--- config.mk ---
export PLATFORM = sky130hd
export DESIGN_NAME = udr_responder
export DESIGN_NICKNAME = d
export VERILOG_FILES = /design/src/verilog/udr_pkg.sv /design/src/verilog/udr_responder.sv /design/src/verilog/udr_table.sv
export SDC_FILE = /design/constraint.sdc
export NUM_CORES = 1
export LEC_CHECK = 0
export ABC_AREA = 1
export BUFFER_PORTS_ARGS = -buffer_cell sky130_fd_sc_hd__buf_4
export CORE_ASPECT_RATIO = 0.6
export CORE_MARGIN = 3
export CORE_UTILIZATION = 55
export CTS_CLUSTER_DIAMETER = 80
export CTS_CLUSTER_SIZE = 12
export DETAILED_ROUTE_END_ITERATION = 10
export GPL_ROUTABILITY_DRIVEN = 0
export PLACE_DENSITY = 0.77
export SLEW_MARGIN = 20
export SYNTH_ARGS = -nofsm -noshare
export SYNTH_HDL_FRONTEND = slang
export SYNTH_SLANG_ARGS = --single-unit
--- constraint.sdc ---
create_clock -name core_clk -period 5.04 [get_ports core_clk]
set_input_delay 1.26 -clock core_clk [delete_from_list [all_inputs] [get_ports core_clk]]
set_output_delay 1.26 -clock core_clk [all_outputs]
set_load 0.02 [all_outputs]
--- src/verilog/udr_pkg.sv ---
// udr_pkg: constants and carrier types for the descriptor responder
// assumes one core clock; loaded configuration values arrive already valid
package udr_pkg;
  // descriptor types
  localparam logic [7:0] UDR_TYPE_EP = 8'h05;
  localparam logic [7:0] UDR_TYPE_OSC = 8'h07;
  localparam logic [7:0] UDR_TYPE_QUAL = 8'h06;
  // endpoint 3 fixed fields
  localparam logic [7:0] UDR_EP_LEN = 8'h07;
  localparam logic [7:0] UDR_EP_ADDR = 8'h83;
  localparam logic [7:0] UDR_EP_ATTR = 8'h03;
  localparam logic [15:0] UDR_EP_MPS = 16'h0010;
  localparam logic [7:0] UDR_IVL_HS_DEF = 8'h04;
  localparam logic [7:0] UDR_IVL_FS_DEF = 8'h01;
  localparam logic [7:0] UDR_IVL_SS_DEF = 8'h06;
  // other-speed configuration fields
  localparam logic [7:0] UDR_OSC_LEN = 8'h09;
  localparam logic [15:0] UDR_OSC_TOTAL = 16'h0027;
  localparam logic [7:0] UDR_OSC_NUMIF = 8'h01;
  localparam logic [7:0] UDR_OSC_CFGVAL = 8'h01;
  localparam logic [7:0] UDR_OSC_STR_DEF = 8'h00;
  localparam logic [7:0] UDR_OSC_ATTR_DEF = 8'he0;
  localparam logic [7:0] UDR_PWR_SELF_DEF = 8'h01;
  localparam logic [7:0] UDR_PWR_BUS_DEF = 8'hfa;
  // device qualifier fields
  localparam logic [7:0] UDR_QUAL_LEN = 8'h0a;
  localparam logic [15:0] UDR_QUAL_BCD_DEF = 16'h0210;
  localparam logic [7:0] UDR_QUAL_CLASS_DEF = 8'hff;
  localparam logic [7:0] UDR_QUAL_SUB_DEF = 8'h00;
  localparam logic [7:0] UDR_QUAL_PROTO_DEF = 8'hff;
  localparam logic [7:0] UDR_QUAL_MPS0 = 8'h40;
  localparam logic [7:0] UDR_QUAL_NCFG = 8'h01;
  localparam logic [7:0] UDR_QUAL_RSVD = 8'h00;
  // table of descriptor bytes
  localparam int UDR_ROM_DEPTH = 32;
  localparam logic [4:0] UDR_BASE_EP = 5'h00;
  localparam logic [4:0] UDR_BASE_OSC = 5'h08;
  localparam logic [4:0] UDR_BASE_QUAL = 5'h12;

  typedef enum logic [1:0] {UDR_SPD_FS, UDR_SPD_HS, UDR_SPD_SS} udr_speed_t;
  typedef enum logic [1:0] {UDR_SEL_EP, UDR_SEL_OSC, UDR_SEL_QUAL, UDR_SEL_NONE} udr_sel_t;

  // per-speed configuration values taken from nonvolatile memory
  typedef struct packed {
    logic [7:0] ivl;
    logic str_ld;
    logic [7:0] str_idx;
    logic attr_ld;
    logic [7:0] attr;
    logic pwr_ld;
    logic [7:0] pwr;
    logic dev_ld;
    logic [15:0] bcd;
    logic [7:0] dclass;
    logic [7:0] dsub;
    logic [7:0] dproto;
  } udr_spdcfg_t;

  typedef struct packed {
    logic nv_present;
    logic [7:0] attr_flags;
    udr_spdcfg_t fs;
    udr_spdcfg_t hs;
  } udr_nvcfg_t;

  typedef struct packed {
    logic valid;
    logic [7:0] dtype;
    logic [15:0] wlength;
  } udr_req_t;

  typedef struct packed {
    logic valid;
    logic [7:0] data;
    logic last;
    logic stall;
  } udr_rsp_t;
endpackage

--- src/verilog/udr_responder.sv ---
// udr_responder: answers descriptor reads for endpoint 3, other-speed config and qualifier
// assumes the loader holds nv config stable; speed and power mode come from the core domain
`timescale 1ns/1ps
// Behaviour
// - The endpoint 3 polling interval and the loadable other-speed and qualifier fields come from nonvolatile memory; the rest is fixed.
// - Endpoint 3 reports length 07h, type 05h, address 83h and attributes 03h.
// - Endpoint 3 max packet size is 0010h, little-endian at offset 04h.
// - Separate full and high speed intervals are kept and the current speed picks one.
// - Without OTP or EEPROM the interval is 04h at HS, 01h at FS and 06h at SuperSpeed.
// - Other-speed and qualifier descriptors are served in USB 2.0 only and stalled in SuperSpeed.
// - Other-speed config has length 09h, type 07h, total 0027h, one interface, value 01h.
// - Other-speed config uses the values stored for the opposite USB 2.0 speed.
// - Other-speed attributes default to E0h, are loadable, and configuration flags may alter them.
// - Other-speed max power defaults to 01h self-powered and FAh bus-powered, and is loadable.
// - Other-speed string index defaults to 00h and may be loaded.
// - Qualifier reports length 0Ah, type 06h and a final reserved zero byte.
// - Qualifier reports release 0210h, class FFh, subclass 00h, protocol FFh unless loaded.
// - Qualifier reports endpoint-zero packet size 40h and 01h other-speed configurations.
// - Qualifier contents come from the device data of the opposite USB 2.0 speed.
module udr_responder
  import udr_pkg::*;
(
  // clock and reset
  input wire logic core_clk,
  input wire logic rst,
  // operating state
  input wire udr_speed_t speed,
  input wire logic self_powered,
  input wire udr_nvcfg_t nvcfg,
  // request and answer
  input wire udr_req_t req,
  output udr_rsp_t rsp
);
  typedef enum {UDR_ST_LOAD, UDR_ST_IDLE, UDR_ST_FETCH, UDR_ST_SEND} udr_state_t;

  udr_state_t state_q;
  logic [4:0] ld_idx_q;
  logic [4:0] rd_addr_q;
  logic [7:0] remain_q;
  logic [7:0] wr_data_d;
  logic [7:0] rsp_len_d;
  logic [4:0] base_d;
  udr_sel_t sel_d;
  udr_spdcfg_t oth;
  udr_rsp_t rsp_q;
  logic [7:0] tbl_data;
  logic [7:0] ivl_d;
  logic [7:0] attr_d;
  logic [7:0] pwr_d;
  logic [7:0] str_d;
  logic [15:0] bcd_d;
  logic [7:0] cls_d;
  logic [7:0] sub_d;
  logic [7:0] pro_d;
  udr_speed_t spd_q;
  logic pwr_q;
  logic img_stale;

  // opposite USB 2.0 speed
  assign oth = (speed == UDR_SPD_HS) ? nvcfg.fs : nvcfg.hs;

  // full speed code is tracked: FS and SS share the other-speed set but not the interval byte
  assign img_stale = (spd_q != speed) || (pwr_q != self_powered);

  always_comb begin
    if (speed == UDR_SPD_SS) begin
      ivl_d = nvcfg.nv_present ? nvcfg.hs.ivl : UDR_IVL_SS_DEF;
    end else if (!nvcfg.nv_present) begin
      ivl_d = (speed == UDR_SPD_HS) ? UDR_IVL_HS_DEF : UDR_IVL_FS_DEF;
    end else begin
      ivl_d = (speed == UDR_SPD_HS) ? nvcfg.hs.ivl : nvcfg.fs.ivl;
    end
  end

  always_comb begin
    attr_d = oth.attr_ld ? oth.attr : (UDR_OSC_ATTR_DEF | nvcfg.attr_flags);
    pwr_d = oth.pwr_ld ? oth.pwr : (self_powered ? UDR_PWR_SELF_DEF : UDR_PWR_BUS_DEF);
    str_d = oth.str_ld ? oth.str_idx : UDR_OSC_STR_DEF;
    bcd_d = oth.dev_ld ? oth.bcd : UDR_QUAL_BCD_DEF;
    cls_d = oth.dev_ld ? oth.dclass : UDR_QUAL_CLASS_DEF;
    sub_d = oth.dev_ld ? oth.dsub : UDR_QUAL_SUB_DEF;
    pro_d = oth.dev_ld ? oth.dproto : UDR_QUAL_PROTO_DEF;
  end

  // byte image of all three descriptors, written into the table
  always_comb begin
    case (ld_idx_q)
      5'h00: wr_data_d = UDR_EP_LEN;
      5'h01: wr_data_d = UDR_TYPE_EP;
      5'h02: wr_data_d = UDR_EP_ADDR;
      5'h03: wr_data_d = UDR_EP_ATTR;
      5'h04: wr_data_d = UDR_EP_MPS[7:0];
      5'h05: wr_data_d = UDR_EP_MPS[15:8];
      5'h06: wr_data_d = ivl_d;
      5'h08: wr_data_d = UDR_OSC_LEN;
      5'h09: wr_data_d = UDR_TYPE_OSC;
      5'h0a: wr_data_d = UDR_OSC_TOTAL[7:0];
      5'h0b: wr_data_d = UDR_OSC_TOTAL[15:8];
      5'h0c: wr_data_d = UDR_OSC_NUMIF;
      5'h0d: wr_data_d = UDR_OSC_CFGVAL;
      5'h0e: wr_data_d = str_d;
      5'h0f: wr_data_d = attr_d;
      5'h10: wr_data_d = pwr_d;
      5'h12: wr_data_d = UDR_QUAL_LEN;
      5'h13: wr_data_d = UDR_TYPE_QUAL;
      5'h14: wr_data_d = bcd_d[7:0];
      5'h15: wr_data_d = bcd_d[15:8];
      5'h16: wr_data_d = cls_d;
      5'h17: wr_data_d = sub_d;
      5'h18: wr_data_d = pro_d;
      5'h19: wr_data_d = UDR_QUAL_MPS0;
      5'h1a: wr_data_d = UDR_QUAL_NCFG;
      5'h1b: wr_data_d = UDR_QUAL_RSVD;
      default: wr_data_d = 8'h00;
    endcase
  end

  always_comb begin
    sel_d = UDR_SEL_NONE;
    if (req.dtype == UDR_TYPE_EP) begin
      sel_d = UDR_SEL_EP;
    end else if (req.dtype == UDR_TYPE_OSC) begin
      sel_d = UDR_SEL_OSC;
    end else if (req.dtype == UDR_TYPE_QUAL) begin
      sel_d = UDR_SEL_QUAL;
    end
    case (sel_d)
      UDR_SEL_EP: begin
        base_d = UDR_BASE_EP;
        rsp_len_d = UDR_EP_LEN;
      end
      UDR_SEL_OSC: begin
        base_d = UDR_BASE_OSC;
        rsp_len_d = UDR_OSC_LEN;
      end
      UDR_SEL_QUAL: begin
        base_d = UDR_BASE_QUAL;
        rsp_len_d = UDR_QUAL_LEN;
      end
      default: begin
        base_d = UDR_BASE_EP;
        rsp_len_d = 8'h00;
      end
    endcase
    if (req.wlength < {8'h00, rsp_len_d}) begin
      rsp_len_d = req.wlength[7:0];
    end
  end

  // speed or power change seen in IDLE or LOAD re-images the table; a change during FETCH or SEND is not caught and the old image stays
  always_ff @(posedge core_clk or posedge rst) begin
    if (rst) begin
      spd_q <= UDR_SPD_FS;
      pwr_q <= 1'b0;
    end else begin
      spd_q <= speed;
      pwr_q <= self_powered;
    end
  end

  always_ff @(posedge core_clk or posedge rst) begin
    if (rst) begin
      state_q <= UDR_ST_LOAD;
      ld_idx_q <= 5'h00;
      rd_addr_q <= 5'h00;
      remain_q <= 8'h00;
    end else begin
      case (state_q)
        UDR_ST_LOAD: begin
          // a change while imaging restarts the image, else bytes already written would be stale
          if (img_stale) begin
            ld_idx_q <= 5'h00;
          end else begin
            ld_idx_q <= ld_idx_q + 5'h01;
            if (ld_idx_q == 5'h1f) begin
              state_q <= UDR_ST_IDLE;
            end
          end
        end
        UDR_ST_IDLE: begin
          if (img_stale) begin
            state_q <= UDR_ST_LOAD;
          end else if (req.valid && sel_d != UDR_SEL_NONE && !(sel_d != UDR_SEL_EP && speed == UDR_SPD_SS)
              && rsp_len_d != 8'h00) begin
            rd_addr_q <= base_d;
            remain_q <= rsp_len_d;
            state_q <= UDR_ST_FETCH;
          end
        end
        UDR_ST_FETCH: begin
          rd_addr_q <= rd_addr_q + 5'h01;
          state_q <= UDR_ST_SEND;
        end
        UDR_ST_SEND: begin
          rd_addr_q <= rd_addr_q + 5'h01;
          remain_q <= remain_q - 8'h01;
          if (remain_q == 8'h01) begin
            state_q <= UDR_ST_IDLE;
          end
        end
        default: state_q <= UDR_ST_IDLE;
      endcase
    end
  end

  udr_table u_table (
    .core_clk(core_clk),
    .wr_en(state_q == UDR_ST_LOAD),
    .wr_addr(ld_idx_q),
    .wr_data(wr_data_d),
    .rd_addr(rd_addr_q),
    .rd_data(tbl_data)
  );

  always_ff @(posedge core_clk or posedge rst) begin
    if (rst) begin
      rsp_q <= '0;
    end else begin
      rsp_q <= '0;
      if (state_q == UDR_ST_SEND) begin
        rsp_q.valid <= 1'b1;
        rsp_q.data <= tbl_data;
        rsp_q.last <= (remain_q == 8'h01);
      end else if (state_q == UDR_ST_IDLE && req.valid && !img_stale
          && (sel_d == UDR_SEL_OSC || sel_d == UDR_SEL_QUAL) && speed == UDR_SPD_SS) begin
        rsp_q.valid <= 1'b1;
        rsp_q.stall <= 1'b1;
        rsp_q.last <= 1'b1;
      end
    end
  end
  assign rsp = rsp_q;
endmodule // udr_responder

--- src/verilog/udr_table.sv ---
// udr_table: small descriptor byte store with registered read data
// assumes writer and reader share core_clk
`timescale 1ns/1ps
module udr_table
  import udr_pkg::*;
(
  // clock
  input wire logic core_clk,
  // write side
  input wire logic wr_en,
  input wire logic [4:0] wr_addr,
  input wire logic [7:0] wr_data,
  // read side
  input wire logic [4:0] rd_addr,
  output logic [7:0] rd_data
);
  logic [7:0] mem [UDR_ROM_DEPTH];

  always_ff @(posedge core_clk) begin
    if (wr_en) begin
      mem[wr_addr] <= wr_data;
    end
  end

  always_ff @(posedge core_clk) begin
    rd_data <= mem[rd_addr];
  end
endmodule // udr_table

==> metrics.yaml, run 1 <==
outcome:
  outcome: "finished, final reports clean"
global_routing:
  grt_pass1_vias: 10900
  grt.total_usage_pct: 29.1
  overflow: 0
  antenna_found_initial: 0
  grt_pass1_wl_mm: 60.8
  grt_max_degree: 69
sta:
  setup_viol: 0
  rsz0062_at_grt: "no"
  timing_hold_violations_final: 0
  period_needed_ns: 3.82
  fin_crit_sh_pct: 75.7
  worst_clock_skew_ns: 0.00750
  slew-limit-headroom_pct: 28.2
  slew_viol_final: 0
  timing.fmax_mhz: 262
  final.setup.tns_ns: 0
  worst_pin_slew_ns: 1.08
clocking:
  clock_sinks: 298
  holdBufCountCts: 0
  post-cts-setup-buffers: 0
  cts_max_level: 1
  clk_latency_ns: 0.54
  clkSlewWorstSetupHoldPaths_ns: 0.06
  cts_root_buf: "clkbuf_16"
  cts_tree: "done"
  clockBufferDepth: 3
  cts_buffers: 28
  post_cts_resize_count: 0
final_layout:
  post-route-util_pct: 67.2
  synthToLayoutAreaGrowth_pct: 18.1
  final_layout_size_suffix_gt1_share_pct: 17.4
  fin_area_um2: 16500
  nFillCells: 1915
  antenna_cells: 0
  fin_nets: 1776
synthesis:
  synth_ff_type: "edfxtp_1"
  synth-async-reset-ratio_pct: 11.4
  synth.avg_cell_area_um2: 10.1
  synth.distinct_cells: 50
  syn_inst: 1389
  yosysSeqAreaShare_pct: 62.2
  synth_edf_count: 256
  ys_seq_elements: 298
  synth_fp_nets: 1602
  synth_warnings: 0
  synthesis.area_um2: 14000
route:
  drt-total-wl_mm: 40.2
  vias: 11400
  drcViolationCount: 0
  wl_per_cell_um: 21.1
  final_antenna_net_count: 0
  firstDrtPassIters: 7
  viasPerCell: 5.98
  dr.first_iter.drc_count: 1666
floorplanning:
  pin_count: 202
  die_width_um: 212
  num_rows: 44
  start_util_pct: 56.9
  die_area_um2: 27400
  die_h_um: 129
  coreArea_um2: 24600
critical_path:
  critPathLaunch: "req[17]"
  cp.arrival_ns: 4.24
  cp_slowest_cell: "a211oi_2"
  critical_path_buf_inv_count: 2
  cp_top_family: "simple AND/OR/NAND/NOR gates"
  path_cells: "buf_4, or2_0, a211oi_2, ha_1, inv_1, ha_1, a21oi_1, nor3b_4, nand3_1, nand2_1, nor2_1, nand2_1, nand3_2, nand2_4, nand2_1, nand2_1, nand2_1"
  worst_setup_path_start_kind: "input port"
  critPathKind: "in -> reg"
  cp-end-kind: "flip-flop"
  crit_fanout: 15
  required_ns: 5.47
  cpPeakStageDelay_ns: 0.52
  worstReg2RegStart: "rd_addr_q[0]"
  cpMostUsedCell: "nand2_1"
power_and_ir_drop:
  total_leakage_power_nw: 6.58
  powerDensity_nw_per_um2: 411
  vdd_ir_drop_max_uv: 290
  power_mw: 6.78
place:
  dpl-instance-area_um2: 15700
  dp.final_hpwl_mm: 27.2
  io_buffers: 198
worst_hold_path:
  hp-class: "reg -> reg"
  min_from: "u_table.rd_data[4]"
job:
  cap_violations: 0
==> power by group <==
| group | internal, mW | switching [mW] | total, mW |
|---|---|---|---|
| logic | 0.531 | 1.28 | 1.81 |
| clock network | 1.09 | 0.861 | 1.95 |
| registers | 2.89 | 0.122 | 3.02 |
| total | 4.51 | 2.26 | 6.78 |
==> synth_stat cells (all sizes together), types with 9 or more instances <==
master  count  area [um2]
clkbuf     50         188
o221ai     23         201
nand3      46         235
inv        72         273
a31oi      41         257
o22ai      40         250
nor4        9        56.3
a21oi      51         255
o21ai     155         791
nor2      218         831
dfrtp      34         851
ha         22         275
nand2     284        1100
edfxtp    256        7690
nor3       15        75.1
buf        22         146
==> cell families after synthesis <==
family | share of synthesized area [%]
and+or+nand+nor | 17.3
AOI/OAI and AO/OA | 13.7
DFF | 62.2
buffers and inverters | 4.42
adders and majority gates | 1.97
xor gates and xnor gates | 0.439
==> flip-flops by register name (all words and copies together) (netlist names) <==
register         count
u_table.mem        256
rsp                 11
remain_q             8
u_table.rd_data      8
ld_idx_q             5
rd_addr_q            5
spd_q                2
state_q              2
pwr_q                1
==> stage by stage <==
stage	hold slack, ns	setup WS [ns]	cells
after global placement	0.408	0.967	1855
after CTS	0.419	1.32	1907
after detailed placement	0.413	0.793	1855
final	0.419	1.22	1907
after global routing	0.444	1.03	1907
after floorplan	0.396	1.38	1389
==> metal layers <==
layer | part of all wire (%) | track usage, %
met3 | 12 | 7.96
met2 | 44 | 45.2
met1 | 42 | 41.2
met5 | 0 | 0
met4 | 2.6 | 7.59
==> final timing paths <==
kind                                       to  slack (ns)  cells past startpoint
setup / recovery                 rd_addr_q[3]        1.22                     17
hold / removal                         rsp[6]        0.42                      2
min in group asynchronous         remain_q[6]        0.83                      3
max in group asynchronous        rd_addr_q[0]        3.86                      3
setup reg to reg           u_table.rd_data[5]        1.76                      8
hold reg to reg                        rsp[6]        0.42                      2
==> final cells by class <==
cell class	count	area [um2]	area share, %
Tap cell	322	403	2.44
Timing Repair Buffer	216	1630	9.90
Sequential cell	298	8700	52.7
Multi-Input combinational cell	944	4660	28.2
Inverter	75	284	1.72
Clock buffer	52	822	4.98
==> cell usage in the layout (no fill, tap or decap), types with 4 or more instances in the layout <==
cell | Yosys | final
nand4_1 | 6 | 6
o22ai_1 | 40 | 40
nand2_2 | 8 | 8
o21ai_0 | 150 | 150
a211oi_1 | 5 | 5
nand3_1 | 45 | 45
buf_4 | 2 | 215
nor3_1 | 15 | 15
dfrtp_1 | 34 | 33
o221ai_1 | 23 | 23
nand2_1 | 274 | 274
inv_2 | 3 | 4
dfxtp_1 | 8 | 8
a31oi_1 | 41 | 41
nor2_1 | 215 | 215
clkbuf_16 | 0 | 29
clkbuf_1 | 50 | 22
nor4_1 | 9 | 9
xor2_1 | 5 | 5
a21oi_1 | 51 | 51
edfxtp_1 | 256 | 256
inv_1 | 68 | 67
ha_1 | 22 | 22
==> worst register-to-register path, stage by stage (launching register included) <==
cell      delay, ns
dfrtp_4        0.73
inv_2          0.91
buf_12         0.33
o21ai_0        0.16
o22ai_1        0.24
o21ai_1        0.10
a31oi_1        0.38
a211oi_1       0.10
a31oi_1        0.25
No activity file was read; power rests on OpenSTA's default activity.
==> run 2: changes to the inputs <==
- CORE_UTILIZATION: 55 -> 52
- PLACE_DENSITY: 0.77 -> 0.76
- clock period: 5.04 -> 3.1 ns (I/O delays scaled with it)
==> run 2 against run 1 <==
Net effect:
- flip-flop and latch count stayed put
- clock skew is 0.0067 ns higher
- die area is 5.5% higher
- largest power group unchanged
- hold slack worse by 0.085 ns
- register-to-register slack worse by 1.4 ns
- routed wire length is 2.6% higher
- clock power is 58% higher
- sequential share of layout area is 2.1 points lower
- largest cell class unchanged
==> metrics.yaml, run 2 (synthesis results as in run 1) <==
clocking:
  cts_max_level: 1
  cts_tree: "done"
  clockBufferDepth: 3
  holdBufCountCts: 0
  clkSlewWorstSetupHoldPaths_ns: 0.06
  clock_sinks: 298
  cts_root_buf: "clkbuf_16"
  cts_buffers: 28
  clk_latency_ns: 0.55
sta:
  worst_pin_slew_ns: 0.790
  period_needed_ns: 2.91
  slew_viol_final: 0
  setup_viol: 0
  slew-limit-headroom_pct: 46.6
  fin_hold_ws_ns: 0.333
  final.setup.tns_ns: 0
  timing.fmax_mhz: 344
  timing_hold_violations_final: 0
  fin_crit_sh_pct: 93.9
  fin_ws_ns: 0.190
  worst_clock_skew_ns: 0.0142
final_layout:
  largest_reg_flops: 256
  layout_commonest_cell: "nand2_1"
  multiInputGateArea_um2: 4730
  regMostFlops: "u_table.mem"
  synthToLayoutAreaGrowth_pct: 23.0
  post-route-util_pct: 66.5
  layout.cells.non_filler: 1991
  final_cell_mix: "269 x nand2_1, 266 x buf_4, 256 x edfxtp_1, 214 x nor2_1, 150 x o21ai_0"
  fin_area_um2: 17200
  register_area_um2: 8700
  nFillCells: 2006
  fin_nets: 1840
  antenna_cells: 0
  final_layout_size_suffix_gt1_share_pct: 21.4
floorplanning:
  die_h_um: 133
  pin_count: 202
  die_area_um2: 29000
  num_rows: 45
  die_width_um: 218
  start_util_pct: 54.1
  coreArea_um2: 25800
global_routing:
  grt_max_degree: 71
  overflow: 0
  grt_pass1_vias: 11100
  antenna_found_initial: 1
  grt.total_usage_pct: 28.0
  grt_pass1_wl_mm: 62.8
critical_path:
  path_cells: "buf_4, or2_1, a211oi_2, ha_1, inv_2, ha_4, a21oi_2, nor3b_4, buf_4, nand3_1, nand2_1, nor2_1, nand2_2, nand3_4, nand2_8, nand2_2, nand2_1, nand2_1"
  rrSetupSlack_ns: 0.37
  cpPeakStageDelay_ns: 0.29
  rr_endpoint: "u_table.mem[19][0]"
  worst_setup_path_start_kind: "input port"
  required_ns: 3.53
  cp_slowest_cell: "ha_1"
  cpMostUsedCell: "nand2_1"
  cp-end-kind: "flip-flop"
  critPathKind: "in -> reg"
  rr_worst_depth: 9
  worstReg2RegStart: "ld_idx_q[2]"
  cp.arrival_ns: 3.34
  crit_fanout: 8
route:
  vias: 11800
  drcViolationCount: 0
  viasPerCell: 5.91
  wl_per_cell_um: 20.7
  drt-total-wl_mm: 41.2
  final_antenna_net_count: 0
  dr.first_iter.drc_count: 1593
  firstDrtPassIters: 6
place:
  dp_cells: 1945
  dpl-instance-area_um2: 16300
  dp.final_hpwl_mm: 28.6
  io_buffers: 198
  pre_cts_slack_ns: -0.392
power_and_ir_drop:
  total_leakage_power_nw: 6.97
  power_mw: 11.0
  powerDensity_nw_per_um2: 640
  vdd_ir_drop_max_uv: 402
outcome:
  outcome: "finished, final reports clean"
worst_hold_path:
  hp-class: "in -> async"
job:
  cap_violations: 0
## run 2: cell types whose count changed in the layout (fill, tap and decap cells not counted), sizes merged
cell,before,now
buf,216,279
nand2,284,285
clkinv,3,4
clkbuf,52,41
## run 2: worst max-delay path by stage
| stage | startpoint | to | slack, ns | depth (start not counted) |
|---|---|---|---|---|
| global placement | req[17] | rd_addr_q[2] | -0.23 | 18 |
| floorplan | req[17] | remain_q[0] | -0.07 | 17 |
| global route | req[17] | state_q[0] | -0.02 | 20 |
| CTS | req[17] | rd_addr_q[2] | 0.16 | 18 |
| detailed placement | req[17] | rd_addr_q[4] | -0.39 | 18 |
| finish | req[17] | rd_addr_q[2] | 0.19 | 18 |
## run 2: worst max-delay path, delay by kind of cell
family                   cells  cell delay (ns)
AND/OR/NAND/NOR             11             1.32
adder cells (fa/ha/maj)      2             0.49
AO/OA/AOI/OAI                2             0.38
buffers and inverters        3             0.37
## run 2: metal layers
metal | vias up | track usage, % | part of all wire [%]
li1 | 5380 | - | -
met4 | 2 | 7.75 | 2.4
met2 | 723 | 41.2 | 43
met5 | - | 0 | 0.024
met1 | 5587 | 42.1 | 42
met3 | 72 | 6.11 | 12
## run 2: where the power goes
group	internal [mW]	switching, mW	total, mW
combinational	0.998	2.09	3.09
sequential	4.70	0.123	4.83
clock	1.69	1.40	3.09
## run 2: repair_timing
item,in CTS,in global routing
setup buffers,0,3
gates resized for setup,0,14
endpoints found under the setup margin,0,15
## run 2: layout make-up
type / instances / share of cell area [%]
repair buffers: 279 / 13.1
multi-input cells: 945 / 27.5
inverters: 75 / 1.65
flip-flops and latches: 298 / 50.6
well taps: 352 / 2.56
clock buffers: 41 / 4.48
clock inverters: 1 / 0.0218
==> run 3: changes to the inputs <==
- CORE_UTILIZATION: 52 -> 54
- CTS_BUF_LIST: unset -> sky130_fd_sc_hd__clkbuf_4 sky130_fd_sc_hd__clkbuf_8
- PLACE_DENSITY: 0.76 -> 0.79
==> run 3 against run 2 <==
Net effect:
- die area shrank 3.6%
- combinational power up 5%
- final area shrank 1.4%
- flip-flop and latch count did not move
- utilization rose by 1.8 points
- clock skew rose by 0.0053 ns
- maximum frequency rose by 1.0%
- via count fell by 0.49%
- worst setup slack gained 0.030 ns
- non-clock buffer count unchanged
- power is 4.8% lower
==> metrics.yaml, run 3 (synthesis results as in run 1) <==
floorplanning:
  pin_count: 202
  coreArea_um2: 24800
  die_area_um2: 27900
  num_rows: 44
  die_h_um: 131
  die_width_um: 214
  start_util_pct: 56.3
sta:
  fin_crit_sh_pct: 92.9
  period_needed_ns: 2.88
  slew-limit-headroom_pct: 40.5
  worst_clock_skew_ns: 0.0195
  slew_viol_final: 0
  setup_viol: 0
  worst_pin_slew_ns: 0.891
  timing.fmax_mhz: 347
  timing_hold_violations_final: 0
  rsz0062_at_grt: "no"
route:
  drt-total-wl_mm: 40.8
  drcViolationCount: 0
  wl_per_cell_um: 20.5
  final_antenna_net_count: 0
  vias: 11700
  dr.first_iter.drc_count: 1502
  firstDrtPassIters: 6
  viasPerCell: 5.87
global_routing:
  grtUsageMet1_pct: 42.7
  grt.total_usage_pct: 28.9
  antenna_found_initial: 0
  overflow: 0
  grt_pass1_wl_mm: 61.5
  top_usage_layer: "met2"
  grt_max_degree: 133
  met3_usage_pct: 7.13
  grt_pass1_vias: 10900
  gr-usage-met2_pct: 44.1
place:
  dp_cells: 1941
  io_buffers: 198
  dp.final_hpwl_mm: 28.1
clocking:
  holdBufCountCts: 0
  cts_buffers: 28
  cts_max_level: 1
  post_cts_resize_count: 0
  clock_sinks: 298
  clk_latency_ns: 0.57
  clockBufferDepth: 3
  post-cts-setup-buffers: 0
  cts_tree: "done"
  cts_root_buf: "clkbuf_8"
  clkSlewWorstSetupHoldPaths_ns: 0.09
critical_path:
  worstReg2RegStart: "ld_idx_q[0]"
  critPathLaunch: "req[17]"
  required_ns: 3.60
  cp.arrival_ns: 3.38
  rr_worst_depth: 9
  crit_end: "state_q[0]"
  crit_fanout: 5
  critPathKind: "in -> reg"
  cp-end-kind: "flip-flop"
  rrSetupSlack_ns: 0.41
  rr_endpoint: "u_table.mem[22][1]"
  worst_setup_path_start_kind: "input port"
job:
  cap_violations: 0
worst_hold_path:
  hp-class: "in -> reg"
  worstHoldPathCells: 1
final_layout:
  layout_commonest_cell: "nand2_1"
  final_layout_size_suffix_gt1_share_pct: 22.0
  layout.cells.non_filler: 1993
  final_cell_mix: "273 x nand2_1, 264 x buf_4, 256 x edfxtp_1, 215 x nor2_1, 150 x o21ai_0"
  fin_nets: 1839
  antenna_cells: 0
  synthToLayoutAreaGrowth_pct: 21.3
  regMostFlops: "u_table.mem"
  largest_reg_flops: 256
power_and_ir_drop:
  vdd_ir_drop_max_uv: 539
  power_mw: 10.5
  powerDensity_nw_per_um2: 618
  total_leakage_power_nw: 6.92
outcome:
  outcome: "finished, final reports clean"
[run 3: changes by cell type in the layout (fill, tap and decap cells not counted), moves of 2 or more]
cell,before,now
clkbuf_8,0,30
clkbuf_16,29,0
clkbuf_4,0,22
clkbuf_1,12,0
nand2_1,269,273
nand2_2,12,8
buf_12,13,15
buf_4,266,264
ha_1,20,22
[run 3: worst min path at each step]
stage	slack, ns	startpoint	end
3_3_place_gp	0.40	u_table.rd_data[2]	rsp[4]
5_1_grt	0.33	speed[1]	spd_q[1]
2_1_floorplan	0.40	u_table.rd_data[0]	rsp[2]
3_5_place_dp	0.41	u_table.rd_data[3]	rsp[5]
4_1_cts	0.32	speed[1]	spd_q[1]
6_report	0.34	speed[1]	spd_q[1]
[run 3: critical path, stage by stage]
cell,delay [ns]
buf_4,0.11
or2_0,0.22
a211oi_2,0.23
ha_1,0.30
inv_1,0.08
ha_1,0.24
a21oi_1,0.14
nor3b_4,0.29
nand2_2,0.12
nand2_1,0.08
nand2_1,0.08
nor2_1,0.12
nand2_1,0.09
buf_4,0.14
nand2_1,0.05
nand2_1,0.05
nand2_1,0.12
nand2_1,0.06
o21ai_1,0.08
[run 3: through the flow]
step	TNS (ns)	setup slack, ns	util (%)	area (um2)	hold WS [ns]
after global routing	0	0.0103	68.3	17000	0.328
after global placement	-3.21	-0.231	65.9	16400	0.402
after CTS	0	0.202	68.3	16900	0.320
after detailed placement	-6.43	-0.388	65.9	16400	0.411
after floorplan	-0.656	-0.0687	-	14000	0.396
final	0	0.220	68.3	17000	0.337
[run 3: area by class of cell]
class | instances | area (um2)
Clock buffer | 52 | 578
Fill cell | 1839 | 7880
Inverter | 75 | 284
Multi-Input combinational cell | 944 | 4680
Sequential cell | 298 | 8700
Tap cell | 345 | 432
Timing Repair Buffer | 279 | 2280
[run 3: power by group]
group / internal, mW / total, mW / switching [mW]
logic: 1.03 / 3.25 / 2.21
registers: 4.70 / 4.80 / 0.100
clock network: 1.16 / 2.43 / 1.28
total: 6.89 / 10.5 / 3.59
[run 3: metal layers]
metal / vias to the layer above / share of wire [%]
met1: 5473 / 41
met2: 792 / 44
li1: 5372 / -
met3: 69 / 14
met4: 0 / 1.8
met5: - / 0
